$ cat src/adc_seq_consts.svh
// Constants for the conversion sequencer: pin slots, register map, timing.
// Assumes a 50 ns core clock; included by the package and the design.
`ifndef ADC_SEQ_CONSTS_SVH
`define ADC_SEQ_CONSTS_SVH
`define CLK_PERIOD_NS 50
`define BUSY_RISE_NS 30
`define CONV_BYP_NS 660
`define CONV_AMP_NS 1550
`define CONV_BYP_CYC ((`CONV_BYP_NS) / (`CLK_PERIOD_NS))
`define CONV_AMP_CYC ((`CONV_AMP_NS) / (`CLK_PERIOD_NS))
`define PIN_W 11
`define PIN_CS 10
`define PIN_SCLK 9
`define PIN_PD 8
`define PIN_LP 7
`define PIN_SCAN 6
`define PIN_CHAN_HI 5
`define PIN_CHAN_LO 3
`define PIN_GAIN_HI 2
`define PIN_GAIN_LO 0
`define REG_CTRL 8'h00
`define REG_STATUS 8'h04
`define REG_RESULT 8'h08
`define CTRL_UNIPOLAR 0
`define CTRL_AMP_BYPASS 1
`define CTRL_RESET 2'h0
`define RESP_OKAY 2'h0
`define RESP_SLVERR 2'h2
`define CODE_POS_MAX 14'h1fff
`define CODE_NEG_MIN 14'h2000
`define SHIFT_W 20
`endif

$ cat src/adc_seq_pkg.sv
// Types shared by the conversion sequencer: bus carriers, phases, state.
// Assumes adc_seq_consts.svh is on the include path.
`include "adc_seq_consts.svh"
package adc_seq_pkg;
    typedef enum logic [1:0] {
        ST_IDLE = 2'b00,
        ST_CONV = 2'b01,
        ST_READ = 2'b10,
        ST_DOWN = 2'b11
    } phase_t;
    typedef struct packed {
        logic awvalid;
        logic [7:0] awaddr;
        logic wvalid;
        logic [31:0] wdata;
        logic [3:0] wstrb;
        logic bready;
        logic arvalid;
        logic [7:0] araddr;
        logic rready;
    } axi_req_t;
    typedef struct packed {
        logic awready;
        logic wready;
        logic bvalid;
        logic [1:0] bresp;
        logic arready;
        logic rvalid;
        logic [31:0] rdata;
        logic [1:0] rresp;
    } axi_rsp_t;
    typedef struct packed {
        logic [`PIN_W-1:0] s1;
        logic [`PIN_W-1:0] s2;
        logic cs_d;
        logic sclk_d;
        logic scan_d;
        phase_t phase;
        logic [5:0] cnt;
        logic busy;
        logic sdo;
        logic sdo_oe;
        logic sample;
        logic [`SHIFT_W-1:0] shreg;
        logic [2:0] lat_chan;
        logic [2:0] lat_gain;
        logic [2:0] app_chan;
        logic [2:0] app_gain;
        logic [2:0] mux_chan;
        logic [2:0] mux_gain;
        logic [2:0] seq_pos;
        logic seq_init;
        logic scan_tail;
        logic [13:0] result;
        logic [1:0] ctrl;
        logic aw_got;
        logic w_got;
        logic [7:0] waddr;
        logic [31:0] wdata;
        logic [3:0] wstrb;
        axi_rsp_t rsp;
    } state_t;
endpackage

$ cat src/adc_conversion_sequencer.sv
// Digital control of an eight-input sampling converter: conversion timing,
// select capture, channel scan, output clamp, serial readout, AXI4-Lite.
// Assumes pins arrive asynchronously and the analog core code is on clock.
`timescale 1ns/1ns
`include "adc_seq_consts.svh"
module adc_conversion_sequencer (
    input wire logic core_clk_i,
    input wire logic rst_b_i,
    input wire logic conv_start_i,
    input wire logic sclk_i,
    input wire logic power_down_n_i,
    input wire logic low_power_select_i,
    input wire logic scan_enable_i,
    input wire logic [2:0] chan_sel_i,
    input wire logic [2:0] gain_sel_i,
    input wire logic signed [15:0] raw_code_i,
    input wire adc_seq_pkg::axi_req_t axi_req_i,
    output adc_seq_pkg::axi_rsp_t axi_rsp_o,
    output logic busy_o,
    output logic sdo_o,
    output logic sdo_oe_o,
    output logic sample_o,
    output logic [2:0] mux_chan_o,
    output logic [2:0] mux_gain_o,
    output logic amp_bypass_o
);
    adc_seq_pkg::state_t q;
    adc_seq_pkg::state_t n;
    logic cs_now;
    logic cs_rise;
    logic cs_fall;
    logic sclk_rise;
    logic scan_now;
    logic scan_rise;
    logic scan_fall;
    logic lp;
    logic pd_ok;
    logic bipolar_clamp;
    logic [13:0] code;
    logic [2:0] chan_pick;

    // Edges are found only on the second synchroniser stage.
    assign cs_now = q.s2[`PIN_CS];
    assign cs_rise = cs_now & ~q.cs_d;
    assign cs_fall = ~cs_now & q.cs_d;
    assign sclk_rise = q.s2[`PIN_SCLK] & ~q.sclk_d;
    assign scan_now = q.s2[`PIN_SCAN];
    assign scan_rise = scan_now & ~q.scan_d;
    assign scan_fall = ~scan_now & q.scan_d;
    assign lp = q.s2[`PIN_LP];
    assign pd_ok = q.s2[`PIN_PD];

    // Clamp selection; gain code zero is unity gain.
    assign bipolar_clamp = ~q.ctrl[`CTRL_UNIPOLAR]
        & ~q.ctrl[`CTRL_AMP_BYPASS] & (q.mux_gain != 3'h0);

    // Output code from the core value with the digital clamp applied.
    always_comb
    begin
        code = raw_code_i[13:0];
        if (bipolar_clamp)
        begin
            if (raw_code_i > 16'sh1fff)
                code = `CODE_POS_MAX;
            else if (raw_code_i < -16'sh2000)
                code = `CODE_NEG_MIN;
        end
        else if (q.ctrl[`CTRL_UNIPOLAR] && raw_code_i < 16'sh0000)
        begin
            code = 14'h0000;
        end
    end

    // Next-state logic for the whole block.
    always_comb
    begin
        n = q;
        chan_pick = q.s2[`PIN_CHAN_HI:`PIN_CHAN_LO];
        n.s1 = {conv_start_i, sclk_i, power_down_n_i, low_power_select_i,
            scan_enable_i, chan_sel_i, gain_sel_i};
        n.s2 = q.s1;
        n.cs_d = q.s2[`PIN_CS];
        n.sclk_d = q.s2[`PIN_SCLK];
        n.scan_d = q.s2[`PIN_SCAN];
        n.sample = 1'b0;

        // Scan window edges restart or close the sequence.
        if (scan_rise)
        begin
            n.seq_pos = 3'h0;
            n.seq_init = 1'b1;
            n.scan_tail = 1'b0;
        end
        if (scan_fall)
            n.scan_tail = 1'b1;

        // Select capture on the start rising edge.
        if (cs_rise && pd_ok)
        begin
            if (scan_now)
            begin
                chan_pick = n.seq_pos;
                if (!(lp && n.seq_init))
                    n.seq_pos = n.seq_pos + 3'h1;
                n.seq_init = 1'b0;
            end
            else if (n.scan_tail)
            begin
                chan_pick = n.seq_pos;
                n.scan_tail = 1'b0;
            end
            n.lat_chan = chan_pick;
            n.lat_gain = q.s2[`PIN_GAIN_HI:`PIN_GAIN_LO];
            if (lp)
            begin
                n.app_chan = chan_pick;
                n.app_gain = q.s2[`PIN_GAIN_HI:`PIN_GAIN_LO];
            end
            else
            begin
                n.app_chan = q.lat_chan;
                n.app_gain = q.lat_gain;
            end
        end

        // Conversion phases; power-down halts conversion and readout, the register bus still runs.
        if (!pd_ok)
        begin
            n.phase = adc_seq_pkg::ST_DOWN;
            n.busy = 1'b0;
        end
        else
        begin
            case (q.phase)
                adc_seq_pkg::ST_DOWN:
                    n.phase = adc_seq_pkg::ST_IDLE;
                adc_seq_pkg::ST_IDLE, adc_seq_pkg::ST_READ:
                begin
                    if (cs_fall)
                    begin
                        n.phase = adc_seq_pkg::ST_CONV;
                        n.busy = 1'b1;
                        n.sample = 1'b1;
                        n.mux_chan = q.app_chan;
                        n.mux_gain = q.app_gain;
                        n.cnt = q.ctrl[`CTRL_AMP_BYPASS] ?
                            6'(`CONV_BYP_CYC) : 6'(`CONV_AMP_CYC);
                    end
                    else if (sclk_rise && !cs_now)
                    begin
                        n.shreg = {q.shreg[`SHIFT_W-2:0], 1'b0};
                    end
                end
                adc_seq_pkg::ST_CONV:
                begin
                    if (q.cnt == 6'h01)
                    begin
                        n.busy = 1'b0;
                        n.phase = adc_seq_pkg::ST_READ;
                        n.result = code;
                        n.shreg = {code, q.mux_chan, q.mux_gain};
                    end
                    else
                    begin
                        n.cnt = q.cnt - 6'h01;
                    end
                end
                default:
                    n.phase = adc_seq_pkg::ST_IDLE;
            endcase
        end
        n.sdo = n.shreg[`SHIFT_W-1];
        n.sdo_oe = pd_ok & ~cs_now;

        // Write channels: address and data in either order.
        if (axi_req_i.awvalid && q.rsp.awready)
        begin
            n.aw_got = 1'b1;
            n.waddr = axi_req_i.awaddr;
        end
        if (axi_req_i.wvalid && q.rsp.wready)
        begin
            n.w_got = 1'b1;
            n.wdata = axi_req_i.wdata;
            n.wstrb = axi_req_i.wstrb;
        end
        if (q.rsp.bvalid && axi_req_i.bready)
            n.rsp.bvalid = 1'b0;
        if (n.aw_got && n.w_got && !q.rsp.bvalid)
        begin
            n.aw_got = 1'b0;
            n.w_got = 1'b0;
            n.rsp.bvalid = 1'b1;
            n.rsp.bresp = `RESP_SLVERR;
            if (n.waddr == `REG_CTRL)
            begin
                n.rsp.bresp = `RESP_OKAY;
                if (n.wstrb[0])
                    n.ctrl = n.wdata[1:0];
            end
        end
        n.rsp.awready = ~n.aw_got & ~n.rsp.bvalid;
        n.rsp.wready = ~n.w_got & ~n.rsp.bvalid;

        // Read channel: one outstanding read, answered next cycle.
        if (q.rsp.rvalid && axi_req_i.rready)
            n.rsp.rvalid = 1'b0;
        if (axi_req_i.arvalid && q.rsp.arready)
        begin
            n.rsp.rvalid = 1'b1;
            n.rsp.rresp = `RESP_OKAY;
            case (axi_req_i.araddr)
                `REG_CTRL:
                    n.rsp.rdata = {30'h0000_0000, q.ctrl};
                `REG_STATUS:
                    n.rsp.rdata = {19'h0_0000, q.phase, q.seq_pos, scan_now,
                        q.busy, q.mux_gain, q.mux_chan};
                `REG_RESULT:
                    n.rsp.rdata = {18'h0_0000, q.result};
                default:
                begin
                    n.rsp.rdata = 32'h0000_0000;
                    n.rsp.rresp = `RESP_SLVERR;
                end
            endcase
        end
        n.rsp.arready = ~n.rsp.rvalid;
    end

    // State register; everything resets to zero, control to its default.
    always_ff @(posedge core_clk_i or negedge rst_b_i)
    begin
        if (!rst_b_i)
        begin
            q <= '0;
            q.ctrl <= `CTRL_RESET;
        end
        else
        begin
            q <= n;
        end
    end

    // Outputs come straight from the state register.
    assign axi_rsp_o = q.rsp;
    assign busy_o = q.busy;
    assign sdo_o = q.sdo;
    assign sdo_oe_o = q.sdo_oe;
    assign sample_o = q.sample;
    assign mux_chan_o = q.mux_chan;
    assign mux_gain_o = q.mux_gain;
    assign amp_bypass_o = q.ctrl[`CTRL_AMP_BYPASS];
endmodule

$ cat config.mk
export PLATFORM = sky130hd
export DESIGN_NAME = adc_conversion_sequencer
export DESIGN_NICKNAME = d
export VERILOG_FILES = /design/src/adc_seq_pkg.sv /design/src/adc_conversion_sequencer.sv
export VERILOG_INCLUDE_DIRS = /design/src /design/src/src
export SDC_FILE = /design/constraint.sdc
export NUM_CORES = 1
export LEC_CHECK = 0
export BUFFER_PORTS_ARGS = -buffer_cell sky130_fd_sc_hd__buf_2
export CAP_MARGIN = 30
export CELL_PAD_IN_SITES_DETAIL_PLACEMENT = 1
export CELL_PAD_IN_SITES_GLOBAL_PLACEMENT = 2
export CORE_MARGIN = 3
export CORE_UTILIZATION = 34
export CTS_CLUSTER_SIZE = 12
export DETAILED_ROUTE_END_ITERATION = 8
export HOLD_SLACK_MARGIN = 0.15
export PLACE_DENSITY = 0.87
export SLEW_MARGIN = 10
export SYNTH_ARGS = -nofsm -noshare
export SYNTH_HDL_FRONTEND = slang
export SYNTH_SLANG_ARGS = --single-unit
$ cat constraint.sdc
create_clock -name core_clk_i -period 2.2 [get_ports core_clk_i]
set_clock_uncertainty 0.1 [all_clocks]
set_input_delay 0 -clock core_clk_i [delete_from_list [all_inputs] [get_ports core_clk_i]]
set_output_delay 0 -clock core_clk_i [all_outputs]
set_load 0.005 [all_outputs]
==> flow_summary.toml, run 1 <==
[sta]
slew_violations = 0
hold_violations = 0
tightest_slew_ns = 0.7392
finalCritPeriodShare_pct = 95.26
period_needed_ns = 2.096
setup_viol = 0
maxSlewHeadroom_pct = 50.72
timing.fmax_mhz = 477.2
rsz0062_at_grt = "false"
setup_tns_ns = 0

[detailed_routing]
drt_wl_total_um = 16750
dr.pass1.iters = 6
route.vias.total = 4891
wire_per_inst_um = 17.59
ant_nets = 0
drtIter0Drc = 252
detail_route.vias_per_cell = 5.138
drc = 0

[yosys]
synth_area_sq_um = 6067
avgSynthCellArea_sq_um = 10.55
synthArstFlopShare_pct = 100.0
ys_ff_latch = 129
yosys_most_used_dff = "dfrtp_1"
synthCells = 575
synthDistinctLibCells = 56
synth-seq-area-share_pct = 53.21
muxShareOfSynthArea_pct = 5.630
synth_top_family_by_area = "compound AO/OA/AOI/OAI gates"
synth_fa_ha_area_share_pct = 0.6187
synth_edf_count = 0
synth_xor_xnor_area_share_pct = 0.2887
yosys.area_share.simple_pct = 12.13
ys_warn_count = 0
synth_compound_area_share_pct = 17.92

[clock_tree]
h-tree-depth = 4
cts_tree = "built"
worstSkewPairLatency_ns = 0.42
clkTransAtPathRegs_ns = 0.06
root_buffer = "clkbuf_16"
clk_path_buf_depth = 2
cts-buffers-inserted = 17
clock-sinks = 129

[power]
p_switching_mw = 2.385
combPwrFrac_pct = 24.9
p_per_area_nw_per_um2 = 1025
p_int_mw = 5.692
clkPwrFrac_pct = 35.0
leakage_nw = 3.651
ir_drop_mv = 0.5664
swShare_pct = 29.53
seq_power_share_pct = 40.1

[worst_setup_path]
worst-path-max-fanout = 4
path_class = "register to register"
cp.required_ns = 2.40
startpoint_type = "register"
end_kind = "register"
cp.arrival_ns = 2.29

[layout]
layout_commonest_cell = "dfrtp_1"
layout_common_cells = "129 x dfrtp_1, 83 x buf_2, 71 x dlygate4sd3_1, 59 x nand2_1, 30 x nor2_1"
nets = 803
num_antenna_cells = 0
final_cells = 952
nFillCells = 1898
drive_gt1_share_pct = 24.90
syn2layout_area_growth_pct = 29.82

[job]
max_cap_violations = 0

[global_routing]
grt_pass1_wl_um = 27190
overflow = 0
grt_start_max_net_pins = 130
groute.usage.overall_pct = 17.59
grt_antenna_before_repair = 0
grt_pass1_vias = 5238

[hold_path]
hp-class = "input port to async pin"

[floorplan]
die_h_um = 139.6
row_count = 48
die_w_um = 139.6
die_area_sq_um = 19480
ios = 138
core-area_sq_um = 17360
initial_core_util_pct = 34.96

[placed_design]
numPlacedInstances = 848
globalplace.congestion = 0.8388
port_buffers = 84
hpwl_um = 10970

[status]
outcome = "finished, final reports clean"
## cells by family after synthesis
logic type                 after synthesis
buffers and inverters                  107
DFF                                    129
adders and majority gates                3
other                                    1
AOI/OAI and AO/OA                      155
and+or+nand+nor                        147
xor gates and xnor gates                 2
muxes                                   31
## routing by layer
metal / GRT usage [%] / part of all wire [%] / wire (um)
met1: 21.20 / 42 / 7057
met2: 30.13 / 51 / 8620
met3: 4.227 / 4.0 / 673
met4: 7.547 / 2.3 / 393
met5: 0 / 0 / 0
## sequential cells by signal (all words and copies together) (netlist names), 3 cells and up
name and count:
axi_rsp_o 21, mux_chan_o 3, mux_gain_o 3, n 13, q 82
## final cells by class
| type | count | area, sq um | share of cell area (%) |
|---|---|---|---|
| sequential | 129 | 3228 | 40.98 |
| clock inverter | 3 | 67.56 | 0.8578 |
| timing repair buffer | 182 | 1361 | 17.28 |
| clock buffer | 29 | 530.5 | 6.736 |
| multi-input combinational | 358 | 2310 | 29.32 |
| tap | 225 | 281.5 | 3.574 |
| inverter | 26 | 97.59 | 1.239 |
## synth_stat cells, drive strengths merged (2+ instances only)
cell type,instances,share of area [%]
nand3,8,0.74
nand4,3,0.31
o32ai,14,2.0
a22oi,24,3.0
a221oi,14,2.0
a21oi,29,2.8
o31ai,16,2.0
inv,26,1.6
or3b,2,0.29
nor4,7,0.97
a21o,13,1.6
o21bai,2,0.25
nand2b,7,0.72
ha,3,0.62
mux2,25,4.6
dfrtp,129,53
buf,58,7.1
mux2i,6,0.99
nor3,6,0.76
and2,3,0.31
nand2,59,3.7
or3,4,0.43
clkbuf,23,1.4
and3,2,0.23
o21ai,29,2.4
nor2b,9,0.93
a211oi,4,0.49
xor2,2,0.29
nor2,30,1.9
## power by group through the flow
stage	registers, mW	logic (mW)	clock network, mW
2_1_floorplan	3.15	1.21	0
3_5_place_dp	3.25	1.71	0
5_1_grt	3.30	2.22	3.01
6_report	3.24	2.01	2.83
3_3_place_gp	3.21	1.61	0
4_1_cts	3.22	1.99	2.89
## stage by stage
stage	utilization (%)	total power, mW	hold slack [ns]	worst slack [ns]	area [sq um]
after floorplan	-	4.367	-0.3956	0.1829	6138
after global placement	37.75	4.828	0.008669	0.1184	6551
after detailed placement	37.75	4.962	0.01016	0.05834	6551
after CTS	45.29	8.098	0.1807	0.05175	7860
after global routing	45.38	8.536	0.2140	0.004876	7876
final	45.38	8.077	0.09129	0.1043	7876
## critical path: stages (launching register included)
cell and delay (ns):
dfrtp_1 0.40, nand3_1 0.08, dlygate4sd3_1 0.59, a221oi_1 0.41, mux2_2 0.40
## worst paths after layout
kind,start,end,slack [ns],depth (start not counted)
max,axi_rsp_o[39]$_DFF_PN0_,q[87]$_DFFE_PN0P_,0.10,4
min reg2reg,n[166]$_DFF_PN0_,q[166]$_DFF_PN0_,0.24,0
max in group asynchronous,rst_b_i,pd_ok$_DFF_PN0_,1.31,3
min in group core_clk_i,axi_req_i[1],axi_rsp_o[14]$_DFFE_PN0P_,0.23,4
min,rst_b_i,q[145]$_DFFE_PN0P_,0.09,3
max reg2reg,axi_rsp_o[39]$_DFF_PN0_,q[87]$_DFFE_PN0P_,0.10,4
## timing repair
item                                   4_1_cts  5_1_grt
hold buffers                                71        0
setup endpoints to repair                    0        7
resized for setup                            0        2
endpoints found under the hold margin      203        0
buffers inserted                             0        0
(Power assumes the default switching activity.)
==> inputs of run 2 (changes only) <==
--- a/config.mk
+++ b/config.mk
@@ -11,11 +11,11 @@
 export CELL_PAD_IN_SITES_DETAIL_PLACEMENT = 1
 export CELL_PAD_IN_SITES_GLOBAL_PLACEMENT = 2
 export CORE_MARGIN = 3
-export CORE_UTILIZATION = 34
+export CORE_UTILIZATION = 35
 export CTS_CLUSTER_SIZE = 12
 export DETAILED_ROUTE_END_ITERATION = 8
-export HOLD_SLACK_MARGIN = 0.15
-export PLACE_DENSITY = 0.87
+export HOLD_SLACK_MARGIN = 0.12
+export PLACE_DENSITY = 0.89
 export SLEW_MARGIN = 10
 export SYNTH_ARGS = -nofsm -noshare
 export SYNTH_HDL_FRONTEND = slang
==> constraint.sdc (replaced) <==
create_clock -name core_clk_i -period 2.6 [get_ports core_clk_i]
set_clock_uncertainty 0.1 [all_clocks]
set_input_delay 0 -clock core_clk_i [delete_from_list [all_inputs] [get_ports core_clk_i]]
set_output_delay 0 -clock core_clk_i [all_outputs]
set_load 0.005 [all_outputs]
==> run 2 against run 1 <==
Worst hold slack improved by 0.14 ns. Final area down 1.8%. Die area shrank 2.7%. Power is 19% lower. First-iteration DRC count grew 7.9%. Count of clock-buffer cells in the layout decreased by 10. Critical path depth unchanged. Register-to-register slack better by 0.16 ns. Critical endpoint is now q[142]$_DFFE_PN0P_.
==> flow_summary.toml, run 2 (synthesis results as in run 1) <==
[status]
outcome = "finished, final reports clean"

[detailed_routing]
drtIter0Drc = 272
dr.pass1.iters = 5
route.vias.total = 4845
ant_nets = 0
drc = 0
detail_route.vias_per_cell = 5.149
drt_wl_total_um = 16870
wire_per_inst_um = 17.93

[layout]
syn2layout_area_growth_pct = 27.51
layout_commonest_cell = "dfrtp_1"
largest_reg_flops = 82
fin_util_pct = 46.16
drive_gt1_share_pct = 24.58
nets = 796
regMostFlops = "q"
layout_common_cells = "129 x dfrtp_1, 83 x buf_2, 72 x dlygate4sd3_1, 59 x nand2_1, 30 x nor2_1"

[placed_design]
hpwl_um = 10960
globalplace.congestion = 0.9026
port_buffers = 84

[sta]
finalCritPeriodShare_pct = 89.84
setup_viol = 0
hold_violations = 0
rsz0062_at_grt = "false"
slew_violations = 0
maxSlewHeadroom_pct = 41.59
timing.fmax_mhz = 428.1
period_needed_ns = 2.336
tightest_slew_ns = 0.8743
setup_tns_ns = 0

[clock_tree]
cts_tree = "built"
cts-buffers-inserted = 17
cts_setup_buffers = 0
cts_hold_buf = 72
clkTransAtPathRegs_ns = 0.06
worstSkewPairLatency_ns = 0.43
root_buffer = "clkbuf_16"
cts.repair.resized = 0
h-tree-depth = 4
clock-sinks = 129
clk_path_buf_depth = 2

[worst_setup_path]
cp.arrival_ns = 2.52
worst-path-max-fanout = 26
cp.required_ns = 2.79
path_class = "register to register"
end_kind = "register"
startpoint_type = "register"

[global_routing]
groute.usage.overall_pct = 18.88
grt_pass1_vias = 5045
overflow = 0
grt_start_max_net_pins = 81
grt_antenna_before_repair = 1
grt_pass1_wl_um = 27010

[floorplan]
core-area_sq_um = 16760
die_w_um = 137.7
initial_core_util_pct = 36.20
die_h_um = 137.7
die_area_sq_um = 18950
ios = 138
row_count = 47

[hold_path]
hp-class = "input port to register"

[power]
leakage_nw = 3.580
ir_drop_mv = 0.5531
p_per_area_nw_per_um2 = 848.7

[job]
max_cap_violations = 0
## run 2: changes by cell type in the layout (fill, tap and decap cells not counted), moves of 3 or more
cell        delta
clkinvlp_4     +3
clkinv_2       +5
clkbuf_1       -5
clkinv_4       +3
buf_4          -7
clkbuf_8       -5
## run 2: per-stage QoR
| step | setup slack [ns] | instance area, sq um | power (mW) | hold WS [ns] | cells |
|---|---|---|---|---|---|
| floorplan | 0.5829 | 6138 | 3.695 | -0.3956 | 594 |
| global placement | 0.4279 | 6465 | 4.047 | -0.2795 | 834 |
| detailed placement | 0.3340 | 6465 | 4.163 | -0.2787 | 834 |
| CTS | 0.3034 | 7719 | 6.584 | 0.2169 | 938 |
| global route | 0.1797 | 7736 | 6.941 | 0.2604 | 941 |
| finish | 0.2641 | 7736 | 6.566 | 0.2289 | 941 |
## run 2: power by group
group	internal (mW)	total, mW	switching, mW
Sequential	2.44	2.75	0.304
Combinational	0.777	1.67	0.889
Clock	1.24	2.15	0.915
## run 2: layout make-up
type	count	area, sq um
diodes	1	2.502
clock inverters	13	90.09
inverters	26	97.59
flip-flops and latches	129	3228
well taps	220	275.3
fillers	1886	9024
repair buffers	175	1299
clock buffers	19	442.9
multi-input cells	358	2301
## run 2: path summary, 6_finish.rpt
path / to / slack, ns / start / cells past startpoint
worst max-delay path: q[142]$_DFFE_PN0P_ / 0.26 / q[87]$_DFFE_PN0P_ / 4
worst min-delay path: axi_rsp_o[9]$_DFFE_PN0P_ / 0.23 / axi_req_i[7] / 4
worst max register to register: q[142]$_DFFE_PN0P_ / 0.26 / q[87]$_DFFE_PN0P_ / 4
worst min register to register: n[158]$_DFF_PN0_ / 0.25 / n[167]$_DFF_PN0_ / 0
max in group asynchronous: q[144]$_DFFE_PN0P_ / 1.22 / rst_b_i / 4
min in group asynchronous: q[142]$_DFFE_PN0P_ / 0.62 / rst_b_i / 4
## run 2: worst max-delay path, cell delays in order (launching register included)
cell and delay, ns:
dfrtp_1 0.42, or4_1 0.61, nand3_2 0.44, a221oi_1 0.20, o32ai_1 0.42
## run 2: routing by layer
layer / track usage [%] / vias to the layer above / part of all wire (%) / routed length, um
li1: - / 2249 / - / -
met1: 23.51 / 2434 / 42 / 7103
met2: 31.51 / 122 / 52 / 8729
met3: 3.397 / 40 / 3.3 / 557
met4: 9.368 / 0 / 2.9 / 483
met5: 0 / - / 0 / 0
